==> src/include/mais_regs.svh <==
// command codes, field positions, cause widths and reset values
// assumes inclusion by the main module, the command decoder and the bench
`ifndef MAIS_REGS_SVH
`define MAIS_REGS_SVH

// command codes
`define MAIS_CMD_STOP_IRQ_RESET   16'h0008
`define MAIS_CMD_READ_ERROR       16'h00f2
`define MAIS_CMD_READ_EVENT       16'h00f3
`define MAIS_CMD_WRITE_ENABLE     16'h00ac
`define MAIS_CMD_WRITE_ERROR      16'h00ad
`define MAIS_CMD_WRITE_EVENT      16'h00ae

// main status bit positions
`define MAIS_MSTS_SUMMARY         0
`define MAIS_MSTS_STOP            1
`define MAIS_MSTS_ERROR           2
`define MAIS_MSTS_EVENT           3

// cause register widths and reserved bits
`define MAIS_CAUSE_BITS           23
`define MAIS_ERROR_RSVD_BIT       11
`define MAIS_EVENT_BITS           17
`define MAIS_ERROR_VALID_MASK     23'h7ff7ff
`define MAIS_EVENT_VALID_MASK     23'h01ffff

// reset values
`define MAIS_ENABLE_RESET         32'h00000000
`define MAIS_CAUSE_RESET          23'h000000

`endif

==> src/include/mais_pkg.sv <==
// types shared by the interrupt status block and its command decoder
// assumes mais_regs.svh constants
package mais_pkg;

    // decoded command strobes
    typedef struct packed {
        logic stop_reset;
        logic read_error;
        logic read_event;
        logic write_enable;
        logic write_error;
        logic write_event;
    } mais_cmd_s;

    // mode configuration bits held by the axis
    typedef struct packed {
        logic irq_request_mask;
        logic stop_to_request_disable;
        logic prereg_stop_irq_disable;
        logic auto_stop_irq_reset;
        logic auto_cause_reset_off;
    } mais_cfg_s;

    // command access type seen on the command port
    typedef enum logic [1:0] {
        MAIS_ACC_IDLE,
        MAIS_ACC_WRITE,
        MAIS_ACC_READ
    } mais_acc_e;

endpackage

==> src/logic/mais_cmd_decode.sv <==
// decodes command codes into one-cycle strobes for the interrupt block
// assumes a command code valid for one cycle with its strobe
`timescale 1ns/1ps
`include "mais_regs.svh"

module mais_cmd_decode
    import mais_pkg::*;
(
    // command
    input  wire logic [15:0] code,
    input  wire logic        valid,
    // strobes
    output mais_cmd_s        cmd
);

    always_comb
    begin
        cmd              = '0;
        cmd.stop_reset   = valid && (code == `MAIS_CMD_STOP_IRQ_RESET);
        cmd.read_error   = valid && (code == `MAIS_CMD_READ_ERROR);
        cmd.read_event   = valid && (code == `MAIS_CMD_READ_EVENT);
        cmd.write_enable = valid && (code == `MAIS_CMD_WRITE_ENABLE);
        cmd.write_error  = valid && (code == `MAIS_CMD_WRITE_ERROR);
        cmd.write_event  = valid && (code == `MAIS_CMD_WRITE_EVENT);
    end

endmodule

==> src/logic/mais_top.sv <==
// interrupt status and control of one motion axis node
// assumes commands arrive from the network link logic on CLK,
// cause pulses come from axis logic on CLK, config bits from mode regs
`timescale 1ns/1ps
`include "mais_regs.svh"

module mais_top
    import mais_pkg::*;
(
    // clock and reset
    input  wire logic        CLK,
    input  wire logic        RST,
    input  wire logic        CE,
    // command port
    input  wire logic [15:0] CMD_CODE,
    input  wire logic        CMD_VALID,
    input  wire logic [31:0] CMD_WDATA,
    output logic      [31:0] CMD_RDATA,
    output logic             CMD_RVALID,
    // mode bits
    input  mais_cfg_s        CFG,
    // axis events, one-cycle pulses
    input  wire logic        STOP_EVENT,
    input  wire logic        PREREG_FIXED,
    input  wire logic        START_CMD,
    input  wire logic [22:0] ERROR_SRC,
    input  wire logic [22:0] EVENT_SRC,
    // status
    output logic      [7:0]  MAIN_STATUS,
    output logic             SUMMARY_IRQ_REQUEST
);

    // ------------------------------------------------------------
    // state
    // ------------------------------------------------------------
    typedef struct packed {
        logic        stop_flag;
        logic [22:0] error_cause;
        logic [22:0] event_cause;
        logic [31:0] event_enable;
        logic [31:0] rdata;
        logic        rvalid;
    } mais_state_s;

    mais_state_s state;
    mais_state_s next_state;
    mais_cmd_s   cmd;
    logic        error_irq_flag;
    logic        event_irq_flag;
    logic        summary;

    mais_cmd_decode u_decode
    (
        .code  (CMD_CODE),
        .valid (CMD_VALID),
        .cmd   (cmd)
    );

    // clear mask from a write: ones clear, zeros keep
    function automatic logic [22:0] w1c(input logic [22:0] cur, input logic [31:0] wd);
        w1c = cur & ~wd[22:0];
    endfunction

    // ------------------------------------------------------------
    // status flags and summary
    // ------------------------------------------------------------
    // error and event pending flags
    assign error_irq_flag = |state.error_cause;
    assign event_irq_flag = |state.event_cause;

    assign summary = !CFG.irq_request_mask &&
                     ((state.stop_flag && !CFG.stop_to_request_disable) ||
                      error_irq_flag || event_irq_flag);

    assign SUMMARY_IRQ_REQUEST = summary;
    assign MAIN_STATUS = {4'h0, event_irq_flag, error_irq_flag, state.stop_flag, summary};
    assign CMD_RDATA   = state.rdata;
    assign CMD_RVALID  = state.rvalid;

    // ------------------------------------------------------------
    // next state
    // ------------------------------------------------------------
    always_comb
    begin
        logic [22:0] err_set;
        logic [22:0] evt_set;
        logic [22:0] err_keep;
        logic [22:0] evt_keep;
        err_set  = '0;
        evt_set  = '0;
        err_keep = '0;
        evt_keep = '0;
        next_state = state;
        next_state.rvalid = 1'b0;

        // error sources, bit 11 held 0
        err_set = ERROR_SRC & `MAIS_ERROR_VALID_MASK;
        evt_set = EVENT_SRC & state.event_enable[22:0] & `MAIS_EVENT_VALID_MASK;

        err_keep = state.error_cause;
        evt_keep = state.event_cause;

        // read returns cause, auto-clear when enabled
        if (cmd.read_error)
        begin
            next_state.rdata  = {9'h000, state.error_cause};
            next_state.rvalid = 1'b1;
            if (!CFG.auto_cause_reset_off)
                err_keep = '0;
        end
        if (cmd.read_event)
        begin
            next_state.rdata  = {9'h000, state.event_cause};
            next_state.rvalid = 1'b1;
            if (!CFG.auto_cause_reset_off)
                evt_keep = '0;
        end
        if (cmd.write_error)
            err_keep = w1c(state.error_cause, CMD_WDATA);
        if (cmd.write_event)
            evt_keep = w1c(state.event_cause, CMD_WDATA);
        if (cmd.write_enable)
            next_state.event_enable = CMD_WDATA & {15'h0000, 17'h1ffff};

        // new causes win over a same-cycle clear
        next_state.error_cause = err_keep | err_set;
        next_state.event_cause = evt_keep | evt_set;

        // stop flag clears by command, or by start when auto_stop_irq_reset is set
        if (cmd.stop_reset || (START_CMD && CFG.auto_stop_irq_reset))
            next_state.stop_flag = 1'b0;
        // stop flag set, blocked when prereg fixed and prereg_stop_irq_disable set
        if (STOP_EVENT && !(CFG.prereg_stop_irq_disable && PREREG_FIXED))
            next_state.stop_flag = 1'b1;
    end

    // ------------------------------------------------------------
    // registers
    // ------------------------------------------------------------
    always_ff @(posedge CLK or posedge RST)
    begin
        if (RST)
        begin
            state              <= '0;
            state.event_enable <= `MAIS_ENABLE_RESET;
        end
        else if (CE)
        begin
            state <= next_state;
        end
    end

    // ------------------------------------------------------------
    // checks
    // ------------------------------------------------------------
    property p_summary;
        @(posedge CLK) disable iff (RST)
        SUMMARY_IRQ_REQUEST == (!CFG.irq_request_mask && (error_irq_flag || event_irq_flag ||
            (MAIN_STATUS[`MAIS_MSTS_STOP] && !CFG.stop_to_request_disable)));
    endproperty
    a_summary: assert property (p_summary) else $error("summary mismatch");

    property p_mask;
        @(posedge CLK) disable iff (RST)
        CFG.irq_request_mask |-> !SUMMARY_IRQ_REQUEST;
    endproperty
    a_mask: assert property (p_mask) else $error("masked request high");

    property p_stop_set;
        @(posedge CLK) disable iff (RST)
        CE && STOP_EVENT && !(CFG.prereg_stop_irq_disable && PREREG_FIXED)
        |=> MAIN_STATUS[`MAIS_MSTS_STOP];
    endproperty
    a_stop_set: assert property (p_stop_set) else $error("stop flag not set");

    property p_stop_block;
        @(posedge CLK) disable iff (RST)
        CE && !state.stop_flag && STOP_EVENT && CFG.prereg_stop_irq_disable && PREREG_FIXED
        |=> !state.stop_flag;
    endproperty
    a_stop_block: assert property (p_stop_block) else $error("stop set while blocked");

    property p_stop_auto;
        @(posedge CLK) disable iff (RST)
        CE && START_CMD && CFG.auto_stop_irq_reset && !STOP_EVENT |=> !state.stop_flag;
    endproperty
    a_stop_auto: assert property (p_stop_auto) else $error("start did not clear stop");

    property p_err_w1c;
        @(posedge CLK) disable iff (RST)
        CE && cmd.write_error && !cmd.read_error && ERROR_SRC == '0
        |=> state.error_cause == ($past(state.error_cause) & ~$past(CMD_WDATA[22:0]));
    endproperty
    a_err_w1c: assert property (p_err_w1c) else $error("error clear wrong");

    property p_evt_w1c;
        @(posedge CLK) disable iff (RST)
        CE && cmd.write_event && !cmd.read_event && EVENT_SRC == '0
        |=> state.event_cause == ($past(state.event_cause) & ~$past(CMD_WDATA[22:0]));
    endproperty
    a_evt_w1c: assert property (p_evt_w1c) else $error("event clear wrong");

    property p_rsvd;
        @(posedge CLK) disable iff (RST)
        !state.error_cause[`MAIS_ERROR_RSVD_BIT];
    endproperty
    a_rsvd: assert property (p_rsvd) else $error("reserved error bit set");

    property p_evt_gate;
        @(posedge CLK) disable iff (RST)
        CE && !state.event_cause[0] && !state.event_enable[0] && !cmd.write_enable
        |=> !state.event_cause[0];
    endproperty
    a_evt_gate: assert property (p_evt_gate) else $error("disabled event set");

    property p_auto_read;
        @(posedge CLK) disable iff (RST)
        CE && cmd.read_error && !CFG.auto_cause_reset_off && ERROR_SRC == '0
        |=> state.error_cause == '0 && CMD_RVALID;
    endproperty
    a_auto_read: assert property (p_auto_read) else $error("read did not clear");

    property p_read_evt;
        @(posedge CLK) disable iff (RST)
        CE && cmd.read_event && !CFG.auto_cause_reset_off && EVENT_SRC == '0
        |=> state.event_cause == '0 && CMD_RVALID;
    endproperty
    a_read_evt: assert property (p_read_evt) else $error("event read did not clear");

    property p_read_keep;
        @(posedge CLK) disable iff (RST)
        CE && cmd.read_event && CFG.auto_cause_reset_off
        |=> (state.event_cause & $past(state.event_cause)) == $past(state.event_cause);
    endproperty
    a_read_keep: assert property (p_read_keep) else $error("read cleared while off");

    property p_read_data;
        @(posedge CLK) disable iff (RST)
        CE && cmd.read_error |=> CMD_RDATA == {9'h000, $past(state.error_cause)};
    endproperty
    a_read_data: assert property (p_read_data) else $error("error read data wrong");

    property p_rvalid_one;
        @(posedge CLK) disable iff (RST)
        CE && !cmd.read_error && !cmd.read_event |=> !CMD_RVALID;
    endproperty
    a_rvalid_one: assert property (p_rvalid_one) else $error("read valid without read");

    property p_enable_wr;
        @(posedge CLK) disable iff (RST)
        CE && cmd.write_enable
        |=> state.event_enable == ($past(CMD_WDATA) & 32'h0001ffff);
    endproperty
    a_enable_wr: assert property (p_enable_wr) else $error("enable write wrong");

    property p_set_wins;
        @(posedge CLK) disable iff (RST)
        CE && ERROR_SRC[1] && cmd.write_error |=> state.error_cause[1];
    endproperty
    a_set_wins: assert property (p_set_wins) else $error("clear beat a new cause");

    property p_stop_clear;
        @(posedge CLK) disable iff (RST)
        CE && cmd.stop_reset && !STOP_EVENT |=> !state.stop_flag;
    endproperty
    a_stop_clear: assert property (p_stop_clear) else $error("stop reset ignored");

    property p_stop_hold;
        @(posedge CLK) disable iff (RST)
        CE && state.stop_flag && !cmd.stop_reset
        && !(START_CMD && CFG.auto_stop_irq_reset)
        |=> state.stop_flag;
    endproperty
    a_stop_hold: assert property (p_stop_hold) else $error("stop flag lost");

    property p_no_auto;
        @(posedge CLK) disable iff (RST)
        CE && START_CMD && !CFG.auto_stop_irq_reset && !cmd.stop_reset
        && state.stop_flag |=> state.stop_flag;
    endproperty
    a_no_auto: assert property (p_no_auto) else $error("start cleared stop flag");

    property p_err_cmp;
        @(posedge CLK) disable iff (RST)
        CE && ERROR_SRC[0] |=> state.error_cause[0];
    endproperty
    a_err_cmp: assert property (p_err_cmp) else $error("comparator error not set");

    property p_err_lim;
        @(posedge CLK) disable iff (RST)
        CE && ERROR_SRC[3] |=> state.error_cause[3];
    endproperty
    a_err_lim: assert property (p_err_lim) else $error("limit error not set");

    property p_evt_cmp;
        @(posedge CLK) disable iff (RST)
        CE && EVENT_SRC[5] && state.event_enable[5] |=> state.event_cause[5];
    endproperty
    a_evt_cmp: assert property (p_evt_cmp) else $error("enabled event not set");

    property p_evt_high;
        @(posedge CLK) disable iff (RST)
        state.event_cause[22:17] == 6'h00;
    endproperty
    a_evt_high: assert property (p_evt_high) else $error("undefined event bit set");

    property p_status_hi;
        @(posedge CLK) disable iff (RST)
        MAIN_STATUS[7:4] == 4'h0;
    endproperty
    a_status_hi: assert property (p_status_hi) else $error("status upper bits set");

    property p_stop_gate;
        @(posedge CLK) disable iff (RST)
        CFG.stop_to_request_disable && !error_irq_flag && !event_irq_flag
        |-> !SUMMARY_IRQ_REQUEST;
    endproperty
    a_stop_gate: assert property (p_stop_gate) else $error("stop raised request");

    c_stop: cover property (@(posedge CLK) disable iff (RST) STOP_EVENT ##1 SUMMARY_IRQ_REQUEST);
    c_err:  cover property (@(posedge CLK) disable iff (RST) error_irq_flag ##1 cmd.write_error);
    c_evt:  cover property (@(posedge CLK) disable iff (RST) event_irq_flag ##1 cmd.read_event);

endmodule

==> config.mk <==
export PLATFORM = sky130hd
export DESIGN_NAME = mais_top
export DESIGN_NICKNAME = d
export VERILOG_FILES = /design/src/include/mais_pkg.sv /design/src/logic/mais_cmd_decode.sv /design/src/logic/mais_top.sv
export VERILOG_INCLUDE_DIRS = /design/src /design/src/include
export SDC_FILE = /design/constraint.sdc
export NUM_CORES = 1
export LEC_CHECK = 0
export BUFFER_PORTS_ARGS = -buffer_cell sky130_fd_sc_hd__buf_4
export CORE_ASPECT_RATIO = 0.6
export CORE_UTILIZATION = 39
export CTS_CLUSTER_DIAMETER = 120
export DETAILED_ROUTE_END_ITERATION = 8
export PLACE_DENSITY = 0.66
export SYNTH_ARGS = -nofsm -noshare
export SYNTH_HDL_FRONTEND = slang
export SYNTH_SLANG_ARGS = --single-unit
export TNS_END_PERCENT = 30
==> constraint.sdc <==
create_clock -name CLK -period 4.2 [get_ports CLK]
set_clock_uncertainty 0.15 [all_clocks]
set_input_delay 0.42 -clock CLK [delete_from_list [all_inputs] [get_ports CLK]]
set_output_delay 0.42 -clock CLK [all_outputs]
set_load 0.03 [all_outputs]
==> impl_metrics.tcl <==
set metrics [dict create \
    status "complete, no violations" \
    cts_hold_buf 0 \
    netlist_top_cells_area "dfrtp_1 (50%), buf_4 (7.6%), nand3_1 (5.8%), mux2i_1 (5.2%), a32o_1 (5.0%)" \
    min_path_type "in -> async" \
    hold_violations 0 \
    yosys_register_bits 88 \
    pwr-share-clk_pct 43.6 \
    critical_path.max_fanout 3 \
    htreeDepth 3 \
    yosysMostFrequentCell "dfrtp_1" \
    swShare_pct 23.00 \
    numCtsBuffers 9 \
    drt-wirelength-per-cell_um 20.15 \
    grt_pass1_vias 3556 \
    crit_required_ns 3.63 \
    clock_sinks 88 \
    finalSetupViolCount 0 \
    cts_setup_buffers 0 \
    ir_drop_uv 212.3 \
    max_freq_mhz 378.5 \
    core_area_um2 10780 \
    place.port_buffers 118 \
    grt-ovfl-total 0 \
    rows 29 \
    initial_core_util_pct 40.98 \
    p_total_uw 1796 \
    grt_max_degree 60 \
    synth_area_leader_cell "dfrtp_1" \
    p_int_uw 1383 \
    cellLeakagePower_uw 0.002532 \
    drive_gt1_share_pct 34.02 \
    diodes 0 \
    crit_path_end_kind "primary output" \
    grt_usage_pct 22.44 \
    yosysUniqueCellTypes 34 \
    powerDensity_nw_per_um2 333.7 \
    setup-tns-final_ns 0 \
    crit_type "reg -> out" \
    drt.antenna.violating_nets 0 \
    ys_warn_count 0 \
    cts.path.max_buffers 2 \
    worst_pin_slew_ns 1.063 \
    fin_util_pct 49.94 \
    synth_edf_count 0 \
    drc 0 \
    crit_arrival_ns 2.07 \
    routed_wl_um 12570 \
    clkSlewWorstSetupHoldPaths_ns 0.06 \
    rsz0062_at_grt "no" \
    grt_pass1_wl_um 19930 \
    fp.dieArea_um2 11770 \
    antenna_found_initial 0 \
    synth_cells 405 \
    netlist.area_leader.share_pct 49.86 \
    fin_area_um2 5381 \
    vias 3605 \
    path_delay_family "simple AND/OR/NAND/NOR gates" \
    ioPinCount 148 \
    p_sw_uw 413.0 \
    cts_resized 0 \
    insertion_delay_ns 0.34 \
    ys_async_sr_fraction_pct 100.0 \
    ys_seq_area_share_pct 49.86 \
    drt_iter0_drc 321 \
    place_congestion 0.8119 \
    via_per_inst 5.777 \
    drtPass1Iterations 5 \
    synth_area_um2 4417 \
    synth_commonest_cells "dfrtp_1 (88), nand3_1 (51), buf_4 (45), o21ai_0 (40), and3_1 (26)" \
    fin_crit_ns 2.642 \
    cts_tree "yes" \
    cp_slowest_cell "nor4_1" \
    slew_violations 0 \
    slew-limit-headroom_pct 29.09 \
    cts_root_buffer "clkbuf_16" \
    synth-main-ff-cell "dfrtp_1" \
    syn_area_per_cell_um2 10.91 \
    dpl-instance-area_um2 5099 \
    die_h_um 84.43 \
    critPathLaunchType "register" \
    critPathBufInv 1 \
    dp_hpwl_um 8801 \
    area_growth_pct 21.84 \
    die_width_um 139.4 \
    finalCritPeriodShare_pct 62.91 \
    combPwrFrac_pct 9.0 \
    pwr-share-seq_pct 47.4 \
    slowest_delay_ns 0.42 \
    nets 586 \
    path_cells "nor4_1, and4_1, nand3_1, o31a_1, buf_4" \
    maxCapViolCount 0 \
]
## cell families (layout without fill, tap and decap cells)
kind of cell,Yosys count,in the layout,share of synthesized area [%]
flops,88,88,49.86
simple gates,114,114,15.78
buf+inv,73,141,10.54
other cells,1,13,0.08490
compound gates,89,89,14.19
mux,40,40,9.547
## layout make-up
type,count,area (um2)
inverter,3,12.51
multi-input combinational,256,1794
sequential,88,2202
fill,1021,5395
tap,139,173.9
timing repair buffer,122,915.9
clock inverter,3,42.54
clock buffer,13,240.2
## final timing paths
path	slack (ns)	end	start	cells after the start
worst max-delay path	1.56	SUMMARY_IRQ_REQUEST	state[105]	5
worst min-delay path	0.14	CMD_RVALID	RST	2
worst max register to register	3.06	CMD_RDATA[5]	state[70]	2
worst min register to register	0.35	state[43]	state[43]	1
max in group asynchronous	2.80	state[90]	RST	3
min in group CLK	0.14	state[104]	ERROR_SRC[16]	2
## placed cells by master, fill, tap and decap left out, types with 2 or more instances in the layout
cell type	count
o21ai_1	7
and3_1	26
nand3_1	51
mux2i_1	23
nor4b_4	2
clkbuf_16	9
buf_4	122
nor3_1	3
nor2_1	3
a31o_2	9
dfrtp_1	88
and2_1	2
mux2_2	17
nand4_1	2
nor4_1	11
a31o_1	9
inv_1	2
a32o_1	22
clkbuf_1	4
and4_1	5
conb_1	13
o21ai_0	40
nand2_1	2
clkinv_2	2
## per-layer routing
layer  part of all wire [%]  track usage (%)  vias to the layer above
met5                      0                0                        -
met4                   0.49            4.040                        0
met3                     10            7.701                       10
met2                     41            30.97                      177
met1                     48            33.72                     1796
li1                       -                -                     1622
## state kept, by name (all words and copies together) (netlist names)
register	flops
CMD_RDATA	23
MAIN_STATUS	1
state	63
CMD_RVALID	1
## through the flow
step	setup WS (ns)	hold slack, ns	instances
2_1_floorplan	1.351	0.3226	417
3_3_place_gp	1.294	0.3309	608
4_1_cts	1.531	0.1325	624
6_report	1.558	0.1378	624
3_5_place_dp	1.288	0.3386	608
5_1_grt	1.451	0.1278	624
## power by group through the flow
stage                     combinational [uW]  clock, uW  sequential (uW)
after floorplan                         78.7          0              866
after global placement                   160          0              866
after detailed placement                 162          0              867
after CTS                                162        795              851
after global routing                     174        835              851
final                                    162        783              851
Note: power is estimated with default switching activity, not from simulation.
